File: config.mk
export PLATFORM = sky130hd
export DESIGN_NAME = two_wire_slave_flag_timing
export DESIGN_NICKNAME = d
export VERILOG_FILES = /design/src/twi_pkg.sv /design/src/pin_sync.sv /design/src/two_wire_slave_flag_timing.sv
export SDC_FILE = /design/constraint.sdc
export NUM_CORES = 1
export LEC_CHECK = 0
export ABC_AREA = 1
export BUFFER_PORTS_ARGS = -buffer_cell sky130_fd_sc_hd__buf_2
export CAP_MARGIN = 20
export CORE_MARGIN = 4
export CORE_UTILIZATION = 50
export DETAILED_ROUTE_END_ITERATION = 7
export PLACE_DENSITY = 0.78
export SYNTH_ARGS = -nofsm -noshare
export SYNTH_HDL_FRONTEND = slang
export SYNTH_SLANG_ARGS = --single-unit
File: constraint.sdc
create_clock -name clk_i -period 1.6 [get_ports clk_i]
set_clock_uncertainty 0.15 [all_clocks]
set_input_delay 0.16 -clock clk_i [delete_from_list [all_inputs] [get_ports clk_i]]
set_output_delay 0.16 -clock clk_i [all_outputs]
set_load 0.005 [all_outputs]
File: src/twi_pkg.sv
package twi_pkg;
    localparam logic [7:0] CTRL_OFS = 8'h00;
    localparam logic [7:0] CMD_OFS = 8'h04;
    localparam logic [7:0] STATUS_OFS = 8'h08;
    localparam logic [7:0] ADDR_OFS = 8'h0C;
    localparam logic [7:0] DATA_OFS = 8'h10;
    localparam logic [7:0] MASK_OFS = 8'h14;
    // Window of the missing fifth-port instance
    localparam logic [7:0] FIFTH_LO = 8'h20;
    localparam logic [7:0] FIFTH_HI = 8'h3C;

    localparam int CTRL_EN_BIT = 0;
    localparam int CTRL_TO_BIT = 1;
    localparam int CTRL_SDA_HOLD_SELECT_BIT = 2;
    localparam int CTRL_NACK_BIT = 3;
    localparam logic [3:0] CTRL_RST = 4'h0;

    localparam int ST_AP_BIT = 0;
    localparam int ST_DIF_BIT = 1;
    localparam int ST_COLL_BIT = 2;
    localparam int ST_HOLD_BIT = 3;
    localparam int ST_DIR_BIT = 4;
    localparam int ST_ISADDR_BIT = 5;
    localparam int ST_BUS_LSB = 6;
    localparam int ST_SCL_BIT = 8;

    localparam logic [2:0] MASK_RST = 3'h0;
    localparam logic [6:0] ADDR_RST = 7'h00;

    localparam logic [1:0] CMD_COMPLETE = 2'h2;
    localparam logic [1:0] CMD_RESPONSE = 2'h3;

    localparam logic [1:0] BUS_UNKNOWN = 2'h0;
    localparam logic [1:0] BUS_IDLE = 2'h1;
    localparam logic [1:0] BUS_BUSY = 2'h3;

    localparam int CLK_MHZ = 50;
    localparam int SDA_HOLD_NS = 300;
    localparam logic [4:0] SDA_HOLD_CYC = 5'((SDA_HOLD_NS * CLK_MHZ + 999) / 1000);
    localparam int TIMEOUT_US = 100;

    typedef enum logic [2:0] {
        IDLE, ADDR, WAIT_ADDR, ACK_OUT, RX, TX, TX_ACK, WAIT_DATA
    } slave_state_e;
endpackage

File: src/pin_sync.sv
`timescale 1ns/10ps
module pin_sync (
    input wire logic clk_i,
    input wire logic rst_i,
    input wire logic [1:0] pin_i,
    output logic [1:0] sync_o
);
    logic [1:0] meta;

    // Bus lines idle high, so reset to released level
    always_ff @(posedge clk_i) begin
        if (rst_i) begin
            meta <= 2'h3;
            sync_o <= 2'h3;
        end else begin
            meta <= pin_i;
            sync_o <= meta;
        end
    end
endmodule

File: src/two_wire_slave_flag_timing.sv
`timescale 1ns/10ps
module two_wire_slave_flag_timing
    import twi_pkg::*;
#(
    parameter int TIMEOUT_CYCLES = TIMEOUT_US * CLK_MHZ
) (
    input wire logic clk_i,
    input wire logic rst_i,
    input wire logic psel_i,
    input wire logic penable_i,
    input wire logic pwrite_i,
    input wire logic [7:0] paddr_i,
    input wire logic [31:0] pwdata_i,
    output logic [31:0] prdata_o,
    output logic pready_o,
    output logic pslverr_o,
    input wire logic scl_i,
    output logic scl_o,
    output logic scl_oe_o,
    input wire logic sda_i,
    output logic sda_o,
    output logic sda_oe_o,
    output logic irq_o
);
    logic [1:0] pins;
    logic scl_s, sda_s, scl_q, sda_q;
    logic [3:0] ctrl, next_ctrl;
    logic [2:0] mask, next_mask;
    logic [6:0] own_addr, next_own_addr;
    logic [7:0] tx_data, next_tx_data, rx_data, next_rx_data;
    logic [7:0] shreg, next_shreg;
    logic [3:0] bit_cnt, next_bit_cnt;
    logic [4:0] hold_cnt, next_hold_cnt;
    logic [12:0] to_cnt, next_to_cnt;
    logic [1:0] bus_cond, next_bus_cond;
    logic [31:0] next_prdata;
    logic ap_flag, dif_flag, coll_flag, hold, is_addr, dir, dif_clr_pend, sda_pend, sda_drv;
    logic next_ap_flag, next_dif_flag, next_coll_flag, next_hold, next_is_addr, next_dir;
    logic next_dif_clr_pend, next_sda_pend, next_sda_drv, next_irq;
    slave_state_e state, next_state;
    logic wr, scl_rise, scl_fall, start, stop, ap_clr, cmd_resp, cmd_done;
    logic ap_set, dif_set, coll_set, hold_set, timeout_hit, fifth_wr;

    pin_sync u_sync (
        .clk_i(clk_i),
        .rst_i(rst_i),
        .pin_i({scl_i, sda_i}),
        .sync_o(pins)
    );
    assign scl_s = pins[1];
    assign sda_s = pins[0];

    assign pready_o = psel_i & penable_i;
    assign pslverr_o = 1'b0;
    assign scl_o = 1'b0;
    assign sda_o = 1'b0;
    // SCL also held while a delayed SDA change is pending
    assign scl_oe_o = hold | (sda_pend != sda_drv);
    assign sda_oe_o = sda_drv;

    assign wr = psel_i & penable_i & pwrite_i;
    assign scl_rise = scl_s & ~scl_q;
    assign scl_fall = ~scl_s & scl_q;
    assign start = scl_s & scl_q & sda_q & ~sda_s;
    assign stop = scl_s & scl_q & ~sda_q & sda_s;
    assign ap_clr = wr && paddr_i == STATUS_OFS && pwdata_i[ST_AP_BIT];
    assign cmd_resp = wr && paddr_i == CMD_OFS && pwdata_i[1:0] == CMD_RESPONSE;
    assign cmd_done = wr && paddr_i == CMD_OFS && pwdata_i[1:0] == CMD_COMPLETE;
    assign fifth_wr = wr && paddr_i >= FIFTH_LO && paddr_i <= FIFTH_HI;
    assign timeout_hit = ctrl[CTRL_TO_BIT] && bus_cond == BUS_BUSY && !hold
        && to_cnt == 13'(TIMEOUT_CYCLES - 1);

    always_comb begin
        next_state = state;
        next_bit_cnt = bit_cnt;
        next_shreg = shreg;
        next_sda_pend = sda_pend;
        next_bus_cond = bus_cond;
        next_is_addr = is_addr;
        next_dir = dir;
        next_rx_data = rx_data;
        ap_set = 1'b0;
        dif_set = 1'b0;
        coll_set = 1'b0;
        hold_set = 1'b0;
        next_hold = hold;
        next_coll_flag = coll_flag;
        if (bus_cond == BUS_BUSY && !hold && !scl_rise && !scl_fall) begin
            next_to_cnt = to_cnt + 13'h0001;
        end else begin
            next_to_cnt = 13'h0000;
        end
        if (!ctrl[CTRL_EN_BIT]) begin
            next_state = IDLE;
            next_sda_pend = 1'b0;
            next_hold = 1'b0;
            next_bus_cond = BUS_UNKNOWN;
        end else if (timeout_hit) begin
            // A START in this very cycle is lost as well
            next_state = IDLE;
            next_bus_cond = BUS_IDLE;
            next_sda_pend = 1'b0;
        end else if (start) begin
            next_state = ADDR;
            next_bit_cnt = 4'h0;
            next_bus_cond = BUS_BUSY;
            next_sda_pend = 1'b0;
            next_hold = 1'b0;
            if (bus_cond != BUS_BUSY) begin
                next_coll_flag = 1'b0;
            end
        end else if (stop) begin
            next_state = IDLE;
            next_bus_cond = BUS_IDLE;
            next_sda_pend = 1'b0;
            next_hold = 1'b0;
            next_is_addr = 1'b0;
            ap_set = 1'b1;
        end else begin
            case (state)
                ADDR, RX: begin
                    if (scl_rise) begin
                        next_shreg = {shreg[6:0], sda_s};
                        next_bit_cnt = bit_cnt + 4'h1;
                    end else if (scl_fall && bit_cnt == 4'h8) begin
                        if (state == RX) begin
                            next_rx_data = shreg;
                            dif_set = 1'b1;
                            hold_set = 1'b1;
                            next_state = WAIT_DATA;
                        end else if (shreg[7:1] == own_addr) begin
                            ap_set = 1'b1;
                            hold_set = 1'b1;
                            next_is_addr = 1'b1;
                            next_dir = shreg[0];
                            next_state = WAIT_ADDR;
                        end else begin
                            next_state = IDLE;
                        end
                    end
                end
                WAIT_ADDR: begin
                    if (ap_clr) begin
                        next_sda_pend = 1'b1;
                        next_state = ACK_OUT;
                    end
                end
                ACK_OUT: begin
                    if (scl_fall) begin
                        next_bit_cnt = dir ? 4'h1 : 4'h0;
                        next_shreg = {tx_data[6:0], 1'b0};
                        next_sda_pend = dir & ~tx_data[7];
                        next_state = dir ? TX : RX;
                    end
                end
                TX: begin
                    if (scl_rise && !sda_drv && !sda_s) begin
                        coll_set = 1'b1;
                    end else if (scl_fall) begin
                        if (bit_cnt == 4'h8) begin
                            next_sda_pend = 1'b0;
                            next_state = TX_ACK;
                        end else begin
                            next_sda_pend = ~shreg[7];
                            next_shreg = {shreg[6:0], 1'b0};
                            next_bit_cnt = bit_cnt + 4'h1;
                        end
                    end
                end
                TX_ACK: begin
                    if (scl_rise) begin
                        next_shreg[0] = sda_s;
                    end else if (scl_fall) begin
                        dif_set = !shreg[0];
                        hold_set = !shreg[0];
                        next_state = shreg[0] ? IDLE : WAIT_DATA;
                    end
                end
                WAIT_DATA: begin
                    if (cmd_resp) begin
                        next_hold = 1'b0;
                        next_sda_pend = dir ? 1'b0 : ~ctrl[CTRL_NACK_BIT];
                        next_state = ACK_OUT;
                    end else if (cmd_done) begin
                        next_hold = 1'b0;
                        next_state = IDLE;
                    end
                end
                default: begin
                    next_state = state;
                end
            endcase
        end
        if (hold_set) begin
            // Clear colliding with a new address cannot win
            next_hold = 1'b1;
        end else if (ap_clr && state == WAIT_ADDR && !ap_set) begin
            next_hold = 1'b0;
        end
        if (coll_set) begin
            next_coll_flag = 1'b1;
        end else if (wr && paddr_i == STATUS_OFS && pwdata_i[ST_COLL_BIT]) begin
            next_coll_flag = 1'b0;
        end
    end

    always_comb begin
        next_ctrl = ctrl;
        next_mask = mask;
        next_own_addr = own_addr;
        next_tx_data = tx_data;
        next_sda_drv = sda_drv;
        next_hold_cnt = 5'h00;
        // Writes into the fifth-port window are gated off and never reach the case
        if (wr && !fifth_wr) begin
            case (paddr_i)
                CTRL_OFS: next_ctrl = pwdata_i[3:0];
                ADDR_OFS: next_own_addr = pwdata_i[6:0];
                DATA_OFS: next_tx_data = pwdata_i[7:0];
                MASK_OFS: next_mask = pwdata_i[2:0];
                default: next_mask = mask;
            endcase
        end
        if (!ctrl[CTRL_EN_BIT]) begin
            next_sda_drv = 1'b0;
        end else if (sda_pend != sda_drv) begin
            if (!ctrl[CTRL_SDA_HOLD_SELECT_BIT] || hold_cnt == SDA_HOLD_CYC - 5'h01) begin
                next_sda_drv = sda_pend;
            end else begin
                next_hold_cnt = hold_cnt + 5'h01;
            end
        end
        next_ap_flag = ap_set | (ap_flag & ~ap_clr);
        next_dif_clr_pend = cmd_resp;
        if (dif_set) begin
            next_dif_flag = 1'b1;
        end else if (dif_clr_pend) begin
            next_dif_flag = 1'b0;
        end else if (wr && paddr_i == STATUS_OFS && pwdata_i[ST_DIF_BIT]) begin
            next_dif_flag = 1'b0;
        end else begin
            next_dif_flag = dif_flag;
        end
        next_irq = |({coll_flag, dif_flag, ap_flag} & mask);
        next_prdata = prdata_o;
        // Read data is captured in the setup cycle
        if (psel_i && !penable_i) begin
            case (paddr_i)
                CTRL_OFS: next_prdata = {28'h000_0000, ctrl};
                STATUS_OFS: next_prdata = {23'h00_0000, scl_s, bus_cond, is_addr, dir,
                    hold, coll_flag, dif_flag, ap_flag};
                ADDR_OFS: next_prdata = {25'h000_0000, own_addr};
                DATA_OFS: next_prdata = {24'h00_0000, rx_data};
                MASK_OFS: next_prdata = {29'h0000_0000, mask};
                default: next_prdata = 32'h0000_0000;
            endcase
        end
    end

    always_ff @(posedge clk_i) begin
        if (rst_i) begin
            scl_q <= 1'b1;
            sda_q <= 1'b1;
            ctrl <= CTRL_RST;
            mask <= MASK_RST;
            own_addr <= ADDR_RST;
            tx_data <= 8'h00;
            rx_data <= 8'h00;
            shreg <= 8'h00;
            bit_cnt <= 4'h0;
            hold_cnt <= 5'h00;
            to_cnt <= 13'h0000;
            bus_cond <= BUS_UNKNOWN;
            ap_flag <= 1'b0;
            dif_flag <= 1'b0;
            coll_flag <= 1'b0;
            hold <= 1'b0;
            is_addr <= 1'b0;
            dir <= 1'b0;
            dif_clr_pend <= 1'b0;
            sda_pend <= 1'b0;
            sda_drv <= 1'b0;
            state <= IDLE;
            prdata_o <= 32'h0000_0000;
            irq_o <= 1'b0;
        end else begin
            scl_q <= scl_s;
            sda_q <= sda_s;
            ctrl <= next_ctrl;
            mask <= next_mask;
            own_addr <= next_own_addr;
            tx_data <= next_tx_data;
            rx_data <= next_rx_data;
            shreg <= next_shreg;
            bit_cnt <= next_bit_cnt;
            hold_cnt <= next_hold_cnt;
            to_cnt <= next_to_cnt;
            bus_cond <= next_bus_cond;
            ap_flag <= next_ap_flag;
            dif_flag <= next_dif_flag;
            coll_flag <= next_coll_flag;
            hold <= next_hold;
            is_addr <= next_is_addr;
            dir <= next_dir;
            dif_clr_pend <= next_dif_clr_pend;
            sda_pend <= next_sda_pend;
            sda_drv <= next_sda_drv;
            state <= next_state;
            prdata_o <= next_prdata;
            irq_o <= next_irq;
        end
    end
endmodule
==> results.cfg <==
[run_status]
status = complete, but fails checks
violations = setup timing

[drt]
drcViolationCount = 0
num_vias = 5022
ant_nets = 0
drt_first_pass_iters = 5
drt_iter0_markers = 408
vias_per_cell = 5.417
routed_wl_microns = 14400
wl_per_cell_microns = 15.54

[synthesis]
synth_area_leaders = dfxtp_1 39%, nand2_1 9.5%, inv_1 7.3%, a21oi_1 6.8%, o21ai_0 6.8%
synth_top_family_by_area = simple AND/OR/NAND/NOR gates
synthDistinctLibCells = 37
syn_inst = 675
synth.avg_cell_area_sq_um = 6.873
synthAdderAreaFrac_pct = 1.348
synth_xor_area_share_pct = 2.077
muxShareOfSynthArea_pct = 0
synth_top_area_share_pct = 38.83
synth_compound_area_share_pct = 16.42
synthSimpleGateAreaFrac_pct = 27.97
yosysWarnings = 0
yosys_register_bits = 90
yosysTopAreaCell = dfxtp_1
seq_area_frac_synth_pct = 38.83
synth_area_sq_mm = 0.004639

[sta]
fin_crit_sh_pct = 109.8
grt_setup_unrepaired = true
finalSetupViolCount = 32
fmax_mhz = 569.2
holdWs_ns = 0.04762
worst_slack_ns = -0.1569
maxSlewViolCount = 0
hold_viol = 0
period_needed_ns = 1.757

[layout]
final_area_sq_mm = 0.006231
drive_gt1_share_pct = 31.14
final_nets = 866
final_core_util_pct = 70.08
antenna_cells = 0
n_fill_cell = 735
area_growth_pct = 34.30

[grt]
grt_first_pass_wirelength_microns = 22380
track_usage_pct = 25.29
grt_pass1_vias = 4782
antenna_found_initial = 0
grt_max_degree = 47
overflow = 0

[pwr]
internal_power_uw = 3116
ir_drop_v = 0.0005814
cellLeakagePower_uw = 0.002581
netSwitchingFraction_pct = 24.99
power_density_mw_per_mm2 = 666.7
design_power_total_uw = 4154
netSwitchingPower_uw = 1038
comb_power_share_pct = 6.2
seqPwrFrac_pct = 54.1
clock_power_share_pct = 39.7

[placed_design]
portBuffers = 35
hpwl_microns = 9950
placed_area_sq_mm = 0.005518
gp_congestion = 0.9414

[cts]
cts_tree = yes
clk_path_buf_depth = 2
cts_buffers = 9
insertion_delay_ns = 0.36
clock_sinks = 90
cts-root-buf = clkbuf_8
htreeDepth = 3
clk_pin_slew_ns = 0.09

[floorplan]
io_pins = 86
core_sq_mm = 0.008891
die_w_microns = 104.3
die_h_microns = 104.3
initial_core_util_pct = 52.18
die_area_sq_mm = 0.01088
row_count = 34

[critical_path]
cp.required_ns = 1.70
critPathCaptureType = flop
crit_type = flop to flop
reg2regPathDepth = 10
critPathLaunchType = flop
arrival_ns = 1.86
crit_path_max_fanout = 3

[job]
cap_violations = 0

[worst_hold_path]
min_path_cells = 3
min_path_type = input port to flop
==> cells in the mapped netlist (all sizes together) <==
library cell,number
a22oi,2
or2,4
nor3b,2
nor3,12
nand3,40
o211ai,3
nor2,83
nor4,3
clkinv,1
nand2,122
xnor2,9
a21oi,63
o21bai,1
buf,31
clkbuf,9
ha,5
a22o,2
nand3b,4
conb,1
o2111ai,2
xor2,2
a41oi,1
o21ai,65
o22ai,3
nand4,19
a31oi,1
inv,94
o21a,1
dfxtp,90
==> cells in the final DEF, fill, tap and decap left out, types with 5 or more instances in the layout <==
master         synthesis  layout
dlygate4sd3_1          0       9
nand2_2                4      14
nor2_1                78      68
dfxtp_1               90      79
o21ai_0               63      43
dfxtp_4                0       5
nor2_4                 0       8
nor2_2                 5       7
a21oi_1               63      51
buf_4                 28      93
buf_6                  0       5
buf_2                  3      35
nand4_1               19      19
nand3_1               39      32
inv_2                  4      11
nand3_2                1       6
dfxtp_2                0       6
a21oi_2                0      12
nor3_2                 2       5
nand2_1              118     105
conb_1                 1      26
o21ai_2                0       9
inv_1                 90      80
o21ai_1                2      11
clkbuf_8               0      10
xnor2_1                9       9
==> routing by layer <==
layer	global-route usage (%)	wire (microns)
met5	0	0
met4	11.11	448
met3	5.525	1172
met2	42.39	6913
met1	31.09	5869
==> metrics by stage <==
| stage | TNS, ns | setup slack, ns | cells |
|---|---|---|---|
| after global placement | -3.111 | -0.1678 | 896 |
| after detailed placement | -4.192 | -0.1594 | 896 |
| after floorplan | -0.04002 | -0.02937 | 700 |
| after CTS | -1.926 | -0.1240 | 923 |
| after global routing | -5.460 | -0.2452 | 927 |
| final | -2.351 | -0.1569 | 927 |
==> logic make-up after synthesis <==
| group | Yosys count |
|---|---|
| simple gates | 289 |
| flops | 90 |
| compound gates | 144 |
| xor+xnor | 11 |
| buf+inv | 135 |
| fa+ha+maj | 5 |
| other cells | 1 |
==> state kept, by name, indices dropped and copies added (netlist names), 2 cells and up <==
name	count
tx_data	8
bus_cond	2
to_cnt	13
hold_cnt	5
rx_data	8
own_addr	7
bit_cnt	4
ctrl	4
state	3
u_sync.sync_o	2
u_sync.meta	2
shreg	8
mask	3
prdata_o	9
==> critical path, cell delays in order (launching register included) <==
cell	delay (ns)
dfxtp_2	0.36
ha_4	0.14
nand2_2	0.05
nor2_1	0.08
inv_1	0.06
nor2_2	0.12
nand2_1	0.09
nor3_2	0.16
nand3_2	0.14
nor3_1	0.19
nor2_1	0.08
==> layout make-up <==
class / count / area, sq um / area share (%)
repair buffers: 142 / 1020 / 16.37
clock inverters: 5 / 62.56 / 1.004
well taps: 108 / 135.1 / 2.169
flip-flops and latches: 90 / 1828 / 29.34
multi-input cells: 476 / 2680 / 43.01
inverters: 95 / 364.1 / 5.843
clock buffers: 11 / 141.4 / 2.269
==> power by group through the flow <==
stage                     logic (uW)  registers (uW)  clock network (uW)
after floorplan                  152            2310                   0
after global placement           205            2310                   0
after detailed placement         209            2310                   0
after CTS                        236            2250                1660
after global routing             281            2250                1730
final                            256            2250                1650
==> path summary, 6_finish.rpt <==
path	startpoint	end	slack [ns]
worst max-delay path	to_cnt[0]$_SDFF_PP0_	to_cnt[12]$_SDFF_PP0_	-0.16
worst max register to register	to_cnt[0]$_SDFF_PP0_	to_cnt[12]$_SDFF_PP0_	-0.16
worst min-delay path	pwdata_i[2]	own_addr[2]$_SDFFE_PP0P_	0.05
worst min register to register	u_sync.meta[1]$_SDFF_PP1_	u_sync.sync_o[1]$_SDFF_PP1_	0.27
==> what timing repair did <==
item	CTS	global route
hold endpoints to repair	14	0
gates cloned	1	0
resized for setup	63	62
buffers inserted	1	4
hold buffers	9	0
endpoints found under the setup margin	38	45
pin swaps	16	11
Power figures use the tool's default switching activity.
